### src/pkg/ea_decoder_map.vh
`ifndef EA_DECODER_MAP_VH
`define EA_DECODER_MAP_VH
// ---------------------------------------------------------------
// register map (byte offsets)
// ---------------------------------------------------------------
`define REG_CTRL      5'h00
`define REG_INSTR     5'h04
`define REG_STATUS    5'h08
`define REG_EA        5'h0c
`define REG_DEV       5'h10
`define REG_PC        5'h14
`define REG_FLAGS     5'h18
// ---------------------------------------------------------------
// field positions (bit 35 is msb of the 36-bit word)
// ---------------------------------------------------------------
`define F_OP_HI       35
`define F_OP_LO       27
`define F_AC_HI       26
`define F_AC_LO       23
`define F_DEV_HI      32
`define F_DEV_LO      26
`define F_IOP_HI      25
`define F_IOP_LO      23
`define F_IND         22
`define F_X_HI        21
`define F_X_LO        18
`define F_Y_HI        17
`define F_Y_LO        0
// ---------------------------------------------------------------
// fixed locations and reset values
// ---------------------------------------------------------------
`define LOC_UUO_SAVE  18'o000040
`define LOC_UUO_EXEC  18'o000041
`define PC_RESET      18'h00000
`define FLAGS_RESET   13'h0000
`endif

### src/effective_address_decoder.v
// Design decisions made here: the AXI4-Lite register port and the address map.
`timescale 1ns/1ps
`include "ea_decoder_map.vh"
module effective_address_decoder #(
  parameter NUM_UNUSED = 26,
  parameter [511:0] UNUSED_MAP = 512'h0
) (
  input  wire        sys_clk,
  input  wire        rstn,
  input  wire        clk_en,
  // axi4-lite slave
  input  wire [4:0]  s_axi_awaddr,
  input  wire        s_axi_awvalid,
  output wire        s_axi_awready,
  input  wire [31:0] s_axi_wdata,
  input  wire [3:0]  s_axi_wstrb,
  input  wire        s_axi_wvalid,
  output wire        s_axi_wready,
  output reg  [1:0]  s_axi_bresp,
  output reg         s_axi_bvalid,
  input  wire        s_axi_bready,
  input  wire [4:0]  s_axi_araddr,
  input  wire        s_axi_arvalid,
  output wire        s_axi_arready,
  output reg  [31:0] s_axi_rdata,
  output reg  [1:0]  s_axi_rresp,
  output reg         s_axi_rvalid,
  input  wire        s_axi_rready,
  // memory port
  output reg         mem_req,
  output reg         mem_we,
  output reg  [17:0] mem_addr,
  output reg  [35:0] mem_wdata,
  input  wire        mem_ack,
  input  wire [35:0] mem_rdata,
  // decoded results
  output reg  [8:0]  op_code,
  output reg  [3:0]  ac_sel,
  output reg  [3:0]  ac_pair_sel,
  output reg  [6:0]  io_dev,
  output reg  [2:0]  io_op,
  output reg  [17:0] eff_addr,
  output reg  [35:0] operand,
  output reg         done,
  output reg         is_nop,
  output reg         is_uuo
);

  // ---------------------------------------------------------------
  // state encoding
  // ---------------------------------------------------------------
  localparam S_IDLE  = 3'd0;
  localparam S_XRD   = 3'd1;
  localparam S_IND   = 3'd2;
  localparam S_OPRD  = 3'd3;
  localparam S_SAVE  = 3'd4;
  localparam S_TRAP  = 3'd5;
  localparam S_DONE  = 3'd6;

  reg [2:0]  state_q;
  reg [35:0] instr_q;
  reg [35:0] word_q;
  reg [17:0] ea_q;
  reg [17:0] pc_q;
  reg [12:0] processor_condition_flags_q;
  reg        imm_q;
  reg        start_q;
  reg        busy_q;

  // ---------------------------------------------------------------
  // axi write path
  // ---------------------------------------------------------------
  reg        aw_hold_q;
  reg        w_hold_q;
  reg [4:0]  awaddr_q;
  reg [31:0] wdata_q;
  reg [3:0]  wstrb_q;
  wire       wr_fire;

  assign s_axi_awready = ~aw_hold_q & ~s_axi_bvalid;
  assign s_axi_wready  = ~w_hold_q & ~s_axi_bvalid;
  assign wr_fire = (aw_hold_q | s_axi_awvalid) & (w_hold_q | s_axi_wvalid)
                   & ~s_axi_bvalid;

  wire [4:0]  wa = aw_hold_q ? awaddr_q : s_axi_awaddr;
  wire [31:0] wd = w_hold_q ? wdata_q : s_axi_wdata;
  wire [3:0]  ws = w_hold_q ? wstrb_q : s_axi_wstrb;

  // address and data may land in either order
  always @(posedge sys_clk or negedge rstn) begin
    if (!rstn) begin
      aw_hold_q    <= 1'b0;
      w_hold_q     <= 1'b0;
      awaddr_q     <= 5'h00;
      wdata_q      <= 32'h0;
      wstrb_q      <= 4'h0;
      s_axi_bvalid <= 1'b0;
      s_axi_bresp  <= 2'b00;
    end else if (clk_en) begin
      if (wr_fire) begin
        aw_hold_q    <= 1'b0;
        w_hold_q     <= 1'b0;
        s_axi_bvalid <= 1'b1;
        s_axi_bresp  <= (wa == `REG_CTRL || wa == `REG_INSTR ||
                         wa == `REG_PC || wa == `REG_FLAGS) ? 2'b00 : 2'b10;
      end else begin
        if (s_axi_awvalid && s_axi_awready) begin
          aw_hold_q <= 1'b1;
          awaddr_q  <= s_axi_awaddr;
        end
        if (s_axi_wvalid && s_axi_wready) begin
          w_hold_q <= 1'b1;
          wdata_q  <= s_axi_wdata;
          wstrb_q  <= s_axi_wstrb;
        end
        if (s_axi_bvalid && s_axi_bready)
          s_axi_bvalid <= 1'b0;
      end
    end
  end

  // ---------------------------------------------------------------
  // software-visible control: instruction, pc, flags, start
  // ---------------------------------------------------------------
  reg [35:0] instr_sw_q;
  wire [35:0] mask_wd = {{4{ws[0]}}, {8{ws[3]}}, {8{ws[2]}},
                         {8{ws[1]}}, {8{ws[0]}}};
  wire        ctrl_go = wr_fire && wa == `REG_CTRL && ws[0] && wd[0];

  // instruction word, start, imm and condition flags live here; pc lives in the engine
  always @(posedge sys_clk or negedge rstn) begin
    if (!rstn) begin
      instr_sw_q <= 36'h0;
      start_q    <= 1'b0;
      imm_q      <= 1'b0;
      processor_condition_flags_q <= `FLAGS_RESET;
    end else if (clk_en) begin
      start_q <= ctrl_go & ~busy_q;
      if (ctrl_go && ws[0])
        imm_q <= wd[1];
      if (wr_fire && wa == `REG_INSTR)
        instr_sw_q[31:0] <= (instr_sw_q[31:0] & ~mask_wd[31:0]) |
                            (wd & mask_wd[31:0]);
      if (wr_fire && wa == `REG_CTRL && ws[1])
        instr_sw_q[35:32] <= wd[11:8];
      if (wr_fire && wa == `REG_FLAGS && ws[0])
        processor_condition_flags_q[7:0] <= wd[7:0];
      if (wr_fire && wa == `REG_FLAGS && ws[1])
        processor_condition_flags_q[12:8] <= wd[12:8];
    end
  end

  // ---------------------------------------------------------------
  // address calculation engine
  // ---------------------------------------------------------------
  wire [3:0]  x_fld   = word_q[`F_X_HI:`F_X_LO];
  wire [17:0] y_fld   = word_q[`F_Y_HI:`F_Y_LO];
  wire [8:0]  op_w    = instr_q[`F_OP_HI:`F_OP_LO];
  wire        uuo_w   = (op_w[8:6] == 3'b000);
  wire        unused_w = UNUSED_MAP[op_w];

  // all memory reads share one request shape
  always @(posedge sys_clk or negedge rstn) begin
    if (!rstn) begin
      state_q   <= S_IDLE;
      busy_q    <= 1'b0;
      instr_q   <= 36'h0;
      word_q    <= 36'h0;
      ea_q      <= 18'h0;
      pc_q      <= `PC_RESET;
      mem_req   <= 1'b0;
      mem_we    <= 1'b0;
      mem_addr  <= 18'h0;
      mem_wdata <= 36'h0;
      operand   <= 36'h0;
      eff_addr  <= 18'h0;
      done      <= 1'b0;
      is_nop    <= 1'b0;
      is_uuo    <= 1'b0;
      op_code   <= 9'h0;
      ac_sel    <= 4'h0;
      ac_pair_sel <= 4'h0;
      io_dev    <= 7'h0;
      io_op     <= 3'h0;
    end else if (clk_en) begin
      done <= 1'b0;
      if (wr_fire && wa == `REG_PC && !busy_q)
        pc_q <= wd[17:0];
      case (state_q)
        S_IDLE: if (start_q) begin
          busy_q  <= 1'b1;
          instr_q <= instr_sw_q;
          word_q  <= instr_sw_q;
          ea_q    <= instr_sw_q[`F_Y_HI:`F_Y_LO];
          state_q <= (instr_sw_q[`F_X_HI:`F_X_LO] != 4'h0) ? S_XRD : S_IND;
          if (instr_sw_q[`F_X_HI:`F_X_LO] != 4'h0) begin
            // index register is a low memory word
            mem_req  <= 1'b1;
            mem_we   <= 1'b0;
            mem_addr <= {14'h0, instr_sw_q[`F_X_HI:`F_X_LO]};
          end
        end
        S_XRD: if (mem_ack) begin
          mem_req <= 1'b0;
          // right half only, carry out dropped
          ea_q    <= y_fld + mem_rdata[17:0];
          state_q <= S_IND;
        end
        S_IND: if (word_q[`F_IND]) begin
          // no depth limit; reset is the only escape
          mem_req  <= 1'b1;
          mem_we   <= 1'b0;
          mem_addr <= ea_q;
          state_q  <= S_OPRD;
        end else begin
          eff_addr <= ea_q;
          if (uuo_w) begin
            mem_req   <= 1'b1;
            mem_we    <= 1'b1;
            mem_addr  <= `LOC_UUO_SAVE;
            mem_wdata <= {instr_q[35:18], ea_q};
            state_q   <= S_SAVE;
          end else begin
            operand <= {18'h0, ea_q};
            state_q <= S_DONE;
          end
        end
        S_OPRD: if (mem_ack) begin
          mem_req <= 1'b0;
          word_q  <= mem_rdata;
          ea_q    <= mem_rdata[`F_Y_HI:`F_Y_LO];
          if (mem_rdata[`F_X_HI:`F_X_LO] != 4'h0) begin
            mem_req  <= 1'b1;
            mem_addr <= {14'h0, mem_rdata[`F_X_HI:`F_X_LO]};
            state_q  <= S_XRD;
          end else
            state_q <= S_IND;
        end
        S_SAVE: if (mem_ack) begin
          mem_we   <= 1'b0;
          mem_addr <= `LOC_UUO_EXEC;
          state_q  <= S_TRAP;
        end
        S_TRAP: if (mem_ack) begin
          mem_req <= 1'b0;
          instr_q <= mem_rdata;
          operand <= mem_rdata;
          state_q <= S_DONE;
        end
        S_DONE: begin
          op_code     <= instr_q[`F_OP_HI:`F_OP_LO];
          ac_sel      <= instr_q[`F_AC_HI:`F_AC_LO];
          ac_pair_sel <= instr_q[`F_AC_HI:`F_AC_LO] + 4'h1;
          io_dev      <= instr_q[`F_DEV_HI:`F_DEV_LO];
          io_op       <= instr_q[`F_IOP_HI:`F_IOP_LO];
          is_uuo      <= uuo_w;
          is_nop      <= unused_w & ~uuo_w;
          // pc advances in sequence unless instr_q holds a uuo, which after a trap is the word read from 041
          if (!uuo_w)
            pc_q <= pc_q + 18'h1;
          done    <= 1'b1;
          busy_q  <= 1'b0;
          state_q <= S_IDLE;
        end
        default: state_q <= S_IDLE;
      endcase
    end
  end

  // ---------------------------------------------------------------
  // axi read path, one cycle latency
  // ---------------------------------------------------------------
  assign s_axi_arready = ~s_axi_rvalid;

  always @(posedge sys_clk or negedge rstn) begin
    if (!rstn) begin
      s_axi_rvalid <= 1'b0;
      s_axi_rdata  <= 32'h0;
      s_axi_rresp  <= 2'b00;
    end else if (clk_en) begin
      if (s_axi_arvalid && s_axi_arready) begin
        s_axi_rvalid <= 1'b1;
        s_axi_rresp  <= 2'b00;
        if (s_axi_araddr == `REG_CTRL)
          s_axi_rdata <= {20'h0, instr_sw_q[35:32], 6'h0, imm_q, 1'b0};
        else if (s_axi_araddr == `REG_INSTR)
          s_axi_rdata <= instr_sw_q[31:0];
        else if (s_axi_araddr == `REG_STATUS)
          s_axi_rdata <= {28'h0, is_uuo, is_nop, state_q == S_IDLE, busy_q};
        else if (s_axi_araddr == `REG_EA)
          s_axi_rdata <= {14'h0, eff_addr};
        else if (s_axi_araddr == `REG_DEV)
          s_axi_rdata <= {9'h0, op_code, ac_sel, io_dev, io_op};
        else if (s_axi_araddr == `REG_PC)
          s_axi_rdata <= {14'h0, pc_q};
        else if (s_axi_araddr == `REG_FLAGS)
          s_axi_rdata <= {19'h0, processor_condition_flags_q};
        else begin
          s_axi_rdata <= 32'h0;
          s_axi_rresp <= 2'b10;  // unmapped: slverr
        end
      end else if (s_axi_rvalid && s_axi_rready)
        s_axi_rvalid <= 1'b0;
    end
  end

endmodule // effective_address_decoder

### config.mk
export PLATFORM = sky130hd
export DESIGN_NAME = effective_address_decoder
export DESIGN_NICKNAME = d
export VERILOG_FILES = /design/src/effective_address_decoder.v
export VERILOG_INCLUDE_DIRS = /design/src /design/src/pkg
export SDC_FILE = /design/constraint.sdc
export NUM_CORES = 1
export LEC_CHECK = 0
export CORE_AREA = 4 4 218 220
export CTS_CLUSTER_SIZE = 10
export DETAILED_ROUTE_END_ITERATION = 8
export DIE_AREA = 0 0 222 224
export DONT_BUFFER_PORTS = 1
export SETUP_SLACK_MARGIN = 0.02
export SLEW_MARGIN = 10
export SYNTH_ARGS = -nofsm -noshare
export SYNTH_HDL_FRONTEND = slang
export SYNTH_SLANG_ARGS = --single-unit
### constraint.sdc
create_clock -name sys_clk -period 3.2 [get_ports sys_clk]
set_clock_uncertainty 0.2 [all_clocks]
set_input_delay 0.64 -clock sys_clk [delete_from_list [all_inputs] [get_ports sys_clk]]
set_output_delay 0.64 -clock sys_clk [all_outputs]
set_load 0.01 [all_outputs]
* Word level (Yosys, flattened, before mapping) *
Memory sizes are Yosys's and may differ from the RTL's.
Index checks and enable logic that the tools add are counted.

cells by class
  add/sub/neg operators = 3
  magnitude comparators = 1
  equality and inequality tests = 26
  multiplexer cells = 74
  bitwise operators = 20
  reductions and logical operators = 64

operators with widths
  kind                   number
  $mux 18                14
  $mux 36                4
  $pmux 36 s2            2
  $mux 32                3
  $pmux 18 s4            1
  $mux 23                3
  $and 32x32->32         2
  $pmux 18 s3            1
  $pmux 23 s2            1
  $not 32->32            1
  $or 32x32->32          1
  $eq 5x5->1 const B     5
  $reduce_and 2->1       12
  $mux 2                 11
  $mux 1                 21
  $add 18x1->18 const B  1
  $add 18x18->18         1
  $mux 3                 6
  $ne 2x2->1 const B     9
  $pmux 3 s6             1
  $logic_and 1x1->1      16
  $reduce_bool 2->1      8
  $reduce_bool 4->1      4
  $mux 13                1
  29 further kinds       59

word-level totals
  flip-flop bits (word level) = 371
  bits in read-only memories = 512
  input port bits = 91
  output and inout bits = 181
  logic and storage cells = 225
  memories = 1

memory list
  memory           words  bits a word  rd ports  clocked after Yosys merged registers in  wr ports  line                             source
  (no name shown)  512    1            1         0                                        0         effective_address_decoder.v:160  wire unused_w = UNUSED_MAP[op_w];

* Logic depth before layout (Yosys ltp) *
Gate-level depths: netlist (run 1).

  depth after elaboration = 8
  depth in mapped cells = 10
  gate-level depth less buffers = 10

* Worst setup path after synthesis (run 1) *
No wires, ideal clock.

  path type = input port to flip-flop
  start point = input port mem_rdata[0]
  end point = register ea_q[8]
  setup time = 0.126 ns
  arrival time = 2.533 ns
  required time = 2.874 ns
  setup slack = 0.341 ns
  stages = 10
  buffers on the path = 0
  cells stage by stage = ha_1 -> inv_1 -> fa_1 -> nor2b_1 -> o31a_1 -> or4_1 -> a31oi_1 -> xor2_1 -> o21ai_0 -> a221o_1

between the ends
  longest elaborated chain between the ends = 3

ends and longest elaborated chain
  item                  line                             source
  from (decl)           effective_address_decoder.v:35   input wire [35:0] mem_rdata,
  $add 18x18->18        effective_address_decoder.v:206  ea_q <= y_fld + mem_rdata[17:0];
  $mux 18               effective_address_decoder.v:203  S_XRD: if (mem_ack) begin
  $pmux 18 s3           effective_address_decoder.v:189  case (state_q)
  to (signal assigned)  effective_address_decoder.v:194  ea_q <= instr_sw_q[`F_Y_HI:`F_Y_LO];
  to (signal assigned)  effective_address_decoder.v:206
  to (signal assigned)  effective_address_decoder.v:231  ea_q <= mem_rdata[`F_Y_HI:`F_Y_LO];
  to (decl)             effective_address_decoder.v:63   reg [17:0] ea_q;

Every way passes these cells. The select of a mux whose other input is x is not followed.
A chain may end at the register's enable or synchronous reset.

* Worst setup path in the final report (run 1) *
  start point = register word_q[0]
  end point = register ea_q[8]

between the ends
  longest elaborated chain between the ends = 3

ends and longest elaborated chain
  item                    line                             source
  from (decl)             effective_address_decoder.v:62   reg [35:0] word_q;
  from (signal assigned)  effective_address_decoder.v:193  word_q <= instr_sw_q;
  from (signal assigned)  effective_address_decoder.v:230  word_q <= mem_rdata;
  $add 18x18->18          effective_address_decoder.v:206
  $mux 18                 effective_address_decoder.v:203
  $pmux 18 s3             effective_address_decoder.v:189

Every way passes these cells. The select of a mux whose other input is x is not followed.

==> results of run 1 <==
critical path: stages, from the launching register on:
cell	delay, ns
dfrtp_1	0.38
ha_1	0.21
inv_1	0.07
fa_1	0.18
nor2b_1	0.07
o31a_1	0.30
or4_1	0.42
a31oi_1	0.28
xor2_1	0.19
o21ai_0	0.10
a221o_1	0.33
state kept, by name, summed over array words and instances (netlist names), 4 cells and up, named ones only:
register                     cells
eff_addr                        18
wstrb_q                          4
mem_addr                        18
awaddr_q                         5
pc_q                            18
instr_sw_q                       4
wdata_q                         32
s_axi_rdata                     32
processor_condition_flags_q     13
word_q                          19
operand                         36
ea_q                            18
mem_wdata                       36
ac_pair_sel                      4
instr_q                         18
op_code                          9
kinds of logic after synthesis:
kind of cell,after synthesis,share of synthesized area (%)
multiplexers,225,15.4
AO/OA/AOI/OAI,359,14.0
other,1,0.0230
AND/OR/NAND/NOR,477,13.1
XOR/XNOR,12,0.644
flip-flops,336,51.5
adder cells (fa/ha/maj),20,1.58
buffers and inverters,130,3.75
stage by stage:
| step | total power, mW | cells | utilization (%) | hold WS (ns) |
|---|---|---|---|---|
| floorplan | 10.7 | 1562 | - | 0.144 |
| global placement | 12.5 | 2115 | 37.6 | 0.154 |
| detailed placement | 12.6 | 2115 | 37.6 | 0.153 |
| CTS | 17.1 | 2212 | 41.1 | -0.462 |
| global route | 18.0 | 2212 | 41.1 | -0.452 |
| finish | 17.0 | 2212 | 41.1 | -0.422 |
layer usage:
metal | vias to the layer above | global-route usage (%) | share of wire [%]
met5 | - | 0 | 0
met4 | 0 | 6.86 | 3.6
met3 | 105 | 7.86 | 9.7
met2 | 502 | 32.3 | 45
met1 | 6291 | 28.0 | 42
li1 | 5611 | - | -
synthesized netlist by cell type, drive strengths merged, types with 11 or more instances:
| cell | number | share of area (%) |
|---|---|---|
| a21o | 28 | 1.3 |
| nor2b | 13 | 0.50 |
| clkbuf | 59 | 1.4 |
| nand2b | 12 | 0.46 |
| a211oi | 11 | 0.51 |
| mux2i | 69 | 4.2 |
| o21ai | 96 | 2.9 |
| nor2 | 116 | 2.7 |
| nand3 | 20 | 0.61 |
| a31oi | 26 | 1.0 |
| nand2 | 235 | 5.4 |
| inv | 31 | 0.71 |
| dfrtp | 336 | 51 |
| a21oi | 96 | 2.9 |
| ha | 19 | 1.5 |
| and3 | 14 | 0.54 |
| a22oi | 16 | 0.74 |
| buf | 40 | 1.7 |
| nor3 | 17 | 0.55 |
| mux2 | 156 | 11 |
layout make-up:
class	instances	area [µm²]	area share (%)
Clock buffer	55	1170	6.29
Tap cell	600	751	4.03
Multi-Input combinational cell	1096	7330	39.4
Inverter	31	116	0.625
Sequential cell	336	8410	45.2
Timing Repair Buffer	88	801	4.30
Clock inverter	6	36.3	0.195
power by group:
part / internal [mW] / switching (mW) / total [mW]
clock network: 2.53 / 1.78 / 4.31
registers: 5.64 / 1.95 / 7.60
logic: 2.37 / 2.69 / 5.07
worst max path at each step:
stage | from | end | slack (ns)
5_1_grt | word_q[3] | ea_q[17] | 0.12
3_3_place_gp | mem_rdata[2] | ea_q[17] | 0.09
6_report | word_q[0] | ea_q[8] | 0.35
2_1_floorplan | mem_rdata[0] | ea_q[8] | 0.34
3_5_place_dp | mem_rdata[3] | ea_q[17] | 0.05
4_1_cts | word_q[3] | ea_q[17] | 0.30
what timing repair did:
| action | in CTS | in global routing |
|---|---|---|
| resized for setup | 0 | 1 |
| endpoints found under the hold margin | 380 | 336 |
| setup endpoints to repair | 0 | 1 |
==> reports/summary.txt, run 1 <==
Most frequent cells in the layout = 335 x dfrtp_1, 233 x nand2_1, 130 x mux2_2
All-Layer GR Usage = 21.1%
Worst setup path category = reg2reg
Required @ worst endpoint = 3.44 ns
Final Wtd Congestion = 0.926
Min cycle time layout = 2.85 ns
Synth warn = 0
Ys async rst share = 100%
WL final = 54.1 mm
First-pass GRT wire length = 81.1 mm
Total number of vias = 12,500
Antenna violations before repair = 1
IO buf count = 0
Min Hold Slack = -0.422 ns
Yosys reg bits = 336
CTS tree = built
Core area = 0.0453 mm²
Rows = 78
DRT iter0 DRCs = 1,084
RSZ-0062 raised after global routing = no
Die extent in y = 224 µm
Via density = 5.66
Fill count = 4,373
Post-DP HPWL = 38.8 mm
LEAKAGE = 8.66 nW
H-tree Lvls = 2
Worst-margin pin slew = 0.765 ns
Area Overhead vs Synth = 14.0%
CP Max Fanout = 4
Hold Buf Count CTS = 36
Die area = 0.0497 mm²
Period utilization = 89.1%
Number of max-cap violations = 0
Clk buf depth = 3
Post-Place Setup Slack = 0.0469 ns
Syn_area_per_cell = 10.5 µm²
Failing checks = negative hold slack
Clock Latency Late Sink = 0.57 ns
WP data arrival = 3.09 ns
Outcome = finished with violations
Reg-to-reg startpoint = word_q[0]
Max-Slew Margin vs Limit = 49.0%
Startpoint types = flip-flop
Clock Sink Count = 336
Initial DRT Pass Iterations = 7
Starting Density = 36.1%
Hold Crit Class = in2async
Number of top-level pins = 272
Most common cell after layout, fill and taps aside = dfrtp_1
Final Max Slew Viols = 0
Diodes inserted = 0
DP Area = 0.0170 mm²
Worst VDD drop = 0.686 mV
CP Capture Type = flip-flop
CTS buffer count = 42
Final ANT Viol Nets = 0
Total negative slack = 0 ns
Worst R2R End = ea_q[8]
R2R Setup Slk = 0.35 ns
EDFF count, synth = 0
Nets = 1,706
Synth Flop Type = dfrtp_1
Largest net degree at the start of global routing = 337
Post-route cell area = 0.0186 mm²
Sequential element share of the synthesized area = 51.5%
Pwr per Cell Area = 912 mW/mm²
Setup ws final = 0.349 ns
Final setup violation count = 0
Final hold vios = 336
R2R cell count = 10
Vias in the first global route = 12,200
# Post-CTS Setup Buffers = 0
Peak Freq = 351 MHz
Die W = 222 µm
Syn Inst Count = 1,560
Root buf cell = clkbuf_16
GR Overflow Total = 0
Worst-path clk slew = 0.05 ns
Share of cells above drive strength 1 = 16.9%
Distinct cell type count after synthesis = 75
Routed len/inst = 24.5 µm
Post-route DRC = 0
Mapped Area = 0.0163 mm²
(Power assumes the default switching activity.)
==> run 2, diff against run 1 <==
--- a/config.mk
+++ b/config.mk
@@ -6,10 +6,10 @@
 export SDC_FILE = /design/constraint.sdc
 export NUM_CORES = 1
 export LEC_CHECK = 0
-export CORE_AREA = 4 4 218 220
+export CORE_AREA = 4 4 209 231
 export CTS_CLUSTER_SIZE = 10
 export DETAILED_ROUTE_END_ITERATION = 8
-export DIE_AREA = 0 0 222 224
+export DIE_AREA = 0 0 213 235
 export DONT_BUFFER_PORTS = 1
 export SETUP_SLACK_MARGIN = 0.02
 export SLEW_MARGIN = 10
==> reports/summary.txt, run 2 (synthesis results as in run 1) <==
Outcome = finished with violations
Failing checks = negative hold slack
Largest net degree at the start of global routing = 337
Period utilization = 90.7%
CP Capture Type = flip-flop
Share of cells above drive strength 1 = 16.9%
Nets = 1,673
Worst R2R End = ea_q[17]
Initial DRT Pass Iterations = 6
Final Max Slew Viols = 0
Final Wtd Congestion = 0.906
LEAKAGE = 8.50 nW
Min cycle time layout = 2.90 ns
CTS tree = built
Rows = 82
Clock Sink Count = 336
Clk buf depth = 3
Die W = 213 µm
Final ANT Viol Nets = 0
Number of top-level pins = 272
Post-route DRC = 0
All-Layer GR Usage = 20.6%
Die area = 0.0501 mm²
Diodes inserted = 0
Hold Crit Class = in2async
Most common cell after layout, fill and taps aside = dfrtp_1
CP delay by family, top = compound AO/OA/AOI/OAI gates
Routed len/inst = 24.5 µm
Met1 usage = 26.4%
Antenna violations before repair = 0
Hold Buf Count CTS = 8
DRT iter0 DRCs = 1,074
Fill count = 4,389
Root buf cell = clkbuf_16
Clock Power Share = 25.2%
Worst-path clk slew = 0.05 ns
Total number of vias = 12,200
Vias in the first global route = 12,100
Starting Density = 35.8%
Max-Slew Margin vs Limit = 38.5%
R2R Setup Slk = 0.30 ns
CTS buffer count = 41
Pwr per Cell Area = 923 mW/mm²
Global Route met2 Usage = 32.3%
# Post-CTS Setup Buffers = 0
Area Overhead vs Synth = 11.6%
RSZ-0062 raised after global routing = no
Startpoint types = flip-flop
Die extent in y = 235 µm
Buf/Inv on CP = 0
Final setup violation count = 0
GR peak layer = met2
Post-CTS Resized = 0
Min Hold Slack = -0.380 ns
Switching part of the total power = 37.8%
Largest regs = mem_wdata: 36 flops, operand: 36 flops
Total negative slack = 0 ns
Reg-to-reg startpoint = word_q[6]
GR Overflow Total = 0
Number of max-cap violations = 0
Met3 Use GR = 6.22%
Post-route cell area = 0.0182 mm²
WP data arrival = 3.14 ns
Sequential power share = 45.2%
Worst setup path category = reg2reg
Core area = 0.0457 mm²
WL final = 52.9 mm
Max stage delay on crit path = 0.47 ns
First-pass GRT wire length = 78.6 mm
IO buf count = 0
Internal = 10.5 mW
H-tree Lvls = 2
Cell mode on critical path = a21oi_1
Post-DP HPWL = 38.8 mm
Peak Freq = 344 MHz
Via density = 5.62
DP Area = 0.0170 mm²
Worst path slowest cell = a311oi_1
Most frequent cells in the layout = 335 x dfrtp_1, 233 x nand2_1, 130 x mux2_2
CP Max Fanout = 4
Clock Latency Late Sink = 0.56 ns
CP Cell Sequence = ha_1 -> a21oi_1 -> nor3b_1 -> a2111oi_0 -> a311oi_1 -> a21oi_1 -> xnor2_1 -> a221o_1
Final hold vios = 336
Worst-margin pin slew = 0.923 ns
Comb pwr share = 29.6%
Worst VDD drop = 0.544 mV
R2R cell count = 8
Required @ worst endpoint = 3.44 ns
P_sw = 6.35 mW
[run 2: per-layer routing]
| metal | wire length [µm] | share of wire (%) | up-vias |
|---|---|---|---|
| li1 | - | - | 5550 |
| met1 | 21600 | 41 | 6065 |
| met2 | 24400 | 46 | 451 |
| met3 | 4720 | 8.9 | 100 |
| met4 | 2200 | 4.2 | 0 |
| met5 | 0 | 0 | - |
[run 2: worst max-delay path by stage]
stage | from | to | slack (ns) | cells after the start
final | word_q[6] | ea_q[17] | 0.30 | 8
after global routing | word_q[0] | ea_q[8] | 0.12 | 10
after CTS | word_q[6] | ea_q[17] | 0.33 | 8
after detailed placement | mem_rdata[6] | ea_q[17] | 0.08 | 8
after global placement | mem_rdata[0] | ea_q[8] | 0.09 | 10
after floorplan | mem_rdata[0] | ea_q[8] | 0.34 | 10
[run 2: metrics by stage]
| step | instances | hold WS (ns) | total power [mW] | utilization [%] | setup slack (ns) |
|---|---|---|---|---|---|
| CTS | 2163 | -0.440 | 16.9 | 39.9 | 0.325 |
| global placement | 2099 | 0.159 | 12.5 | 37.2 | 0.0926 |
| floorplan | 1562 | 0.144 | 10.7 | - | 0.341 |
| global route | 2163 | -0.411 | 17.8 | 39.9 | 0.123 |
| detailed placement | 2099 | 0.164 | 12.6 | 37.2 | 0.0840 |
| finish | 2163 | -0.380 | 16.8 | 39.9 | 0.296 |
[run 2: layout make-up]
class | instances | area, µm² | area share (%)
clock inverters | 4 | 27.5 | 0.151
clock buffers | 52 | 1150 | 6.31
repair buffers | 56 | 453 | 2.49
inverters | 31 | 116 | 0.639
flip-flops and latches | 336 | 8410 | 46.2
well taps | 588 | 736 | 4.04
multi-input cells | 1096 | 7330 | 40.2
[run 2: worst reg2reg max path, cell delays in order (launching register included)]
cell and delay (ns):
dfrtp_1 0.38, ha_1 0.32, a21oi_1 0.27, nor3b_1 0.35
a2111oi_0 0.16, a311oi_1 0.47, a21oi_1 0.15, xnor2_1 0.16
a221o_1 0.32
[run 2: power by group through the flow]
stage	clock network (mW)	logic [mW]	registers (mW)
finish	4.24	4.97	7.59
global route	4.51	5.51	7.76
CTS	4.36	4.98	7.59
detailed placement	0	4.94	7.65
global placement	0	4.87	7.60
floorplan	0	3.99	6.74
==> run 3, diff against run 2 <==
--- a/config.mk
+++ b/config.mk
@@ -6,10 +6,11 @@
 export SDC_FILE = /design/constraint.sdc
 export NUM_CORES = 1
 export LEC_CHECK = 0
-export CORE_AREA = 4 4 209 231
+export CORE_AREA = 5 5 210 232
+export CTS_BUF_LIST = sky130_fd_sc_hd__clkbuf_2
 export CTS_CLUSTER_SIZE = 10
 export DETAILED_ROUTE_END_ITERATION = 8
-export DIE_AREA = 0 0 213 235
+export DIE_AREA = 0 0 215 237
 export DONT_BUFFER_PORTS = 1
 export SETUP_SLACK_MARGIN = 0.02
 export SLEW_MARGIN = 10
==> reports/summary.txt, run 3 (synthesis results as in run 1) <==
CP Max Fanout = 39
Largest net degree at the start of global routing = 337
Pwr per Cell Area = 836 mW/mm²
Period utilization = 92.2%
Failing checks = negative hold slack
Required @ worst endpoint = 2.36 ns
Nets = 1,841
Post-route DRC = 0
GR Overflow Total = 0
R2R Setup Slk = 0.25 ns
Worst setup path category = reg2out
Clock Sink Count = 336
Worst-path clk slew = 0.10 ns
Worst path slowest cell = buf_4
Final Util = 41.1%
Vias in the first global route = 13,200
Hold Buf Count CTS = 127
DP Area = 0.0170 mm²
Most common cell after layout, fill and taps aside = dfrtp_1
Total number of vias = 13,000
Cell Count, Final, Fillers Out = 2,380
Max stage delay on crit path = 0.50 ns
GR peak layer = met2
Most frequent cells in the layout = 335 x dfrtp_1, 233 x nand2_1, 131 x clkbuf_2
Reg-to-reg startpoint = word_q[0]
Total negative slack = 0 ns
All-Layer GR Usage = 21.1%
Final ANT Viol Nets = 0
First-pass GRT wire length = 83.1 mm
Largest regs = mem_wdata: 36 flops, operand: 36 flops
Final Max Slew Viols = 0
Outcome = finished with violations
Final Wtd Congestion = 0.905
Worst VDD drop = 0.557 mV
Max-Slew Margin vs Limit = 5.95%
Routed len/inst = 23.1 µm
R2R cell count = 10
Post-DP HPWL = 39.2 mm
Post-Place Setup Slack = 0.0546 ns
Met3 Use GR = 5.59%
Hold Crit Class = in2async
RSZ-0062 raised after global routing = no
Die W = 215 µm
Die area = 0.0510 mm²
Initial DRT Pass Iterations = 5
Area Overhead vs Synth = 16.2%
Number of top-level pins = 272
Final setup violation count = 0
LEAKAGE = 9.01 nW
CP Cell Sequence = buf_4 -> nor2_1
Number of max-cap violations = 0
Worst R2R End = ea_q[8]
Die extent in y = 237 µm
Worst-margin pin slew = 1.41 ns
CTS buffer count = 92
IO buf count = 0
Met1 usage = 26.8%
Core area = 0.0462 mm²
Antenna violations before repair = 2
Global Route met2 Usage = 34.5%
Final hold vios = 336
Startpoint types = flip-flop
Share of cells above drive strength 1 = 19.7%
WL final = 55.0 mm
CP Capture Type = output port
Peak Freq = 339 MHz
Post-route cell area = 0.0190 mm²
Starting Density = 35.3%
Min Hold Slack = -0.877 ns
Overall Power = 15.9 mW
Rows = 83
CTS tree = built
Setup ws final = 0.249 ns
Clock Latency Late Sink = 1.06 ns
DP Cell Count = 2,104
Clk buf depth = 3
Root buf cell = clkbuf_2
WP data arrival = 2.11 ns
H-tree Lvls = 3
DRT iter0 DRCs = 1,169
Via density = 5.46
Min cycle time layout = 2.95 ns
==> run 3: cell type report <==
class | instances | area [µm²]
Antenna cell | 2 | 5.00
Clock buffer | 131 | 656
Clock inverter | 16 | 65.1
Fill cell | 4497 | 27200
Inverter | 31 | 116
Multi-Input combinational cell | 1096 | 7330
Sequential cell | 336 | 8410
Tap cell | 595 | 744
Timing Repair Buffer | 173 | 1650
==> run 3: worst max path at each step <==
stage	startpoint	to	slack [ns]	depth (start not counted)
after global routing	w_hold_q	s_axi_wready	0.04	2
after detailed placement	mem_rdata[0]	ea_q[8]	0.05	10
after global placement	mem_rdata[0]	ea_q[8]	0.04	10
final	w_hold_q	s_axi_wready	0.25	2
after CTS	w_hold_q	s_axi_wready	0.06	2
after floorplan	mem_rdata[0]	ea_q[8]	0.34	10
==> run 3: worst max-delay path: cells and delay by family, from the launching register on <==
| kind | cells | cell delay (ns) |
|---|---|---|
| DFF | 1 | 0.37 |
| buffers and inverters | 1 | 0.50 |
| and+or+nand+nor | 1 | 0.18 |
==> run 3: power breakdown <==
| group | internal [mW] | leakage (nW) | switching [mW] |
|---|---|---|---|
| sequential | 5.63 | 4.42 | 1.94 |
| combinational | 2.64 | 4.01 | 2.77 |
| clock | 1.07 | 0.581 | 1.81 |
| total | 9.34 | 9.01 | 6.52 |
==> run 3: what timing repair did <==
action,4_1_cts,5_1_grt
resized for setup,0,1
endpoints found under the setup margin,0,3
hold endpoints to repair,632,336
buffers inserted,0,0
==> run 3: metal layers <==
| metal | wire length (µm) | up-vias |
|---|---|---|
| met2 | 26100 | 513 |
| li1 | - | 5947 |
| met3 | 3980 | 109 |
| met4 | 1880 | 0 |
| met5 | 0 | - |
| met1 | 23100 | 6431 |
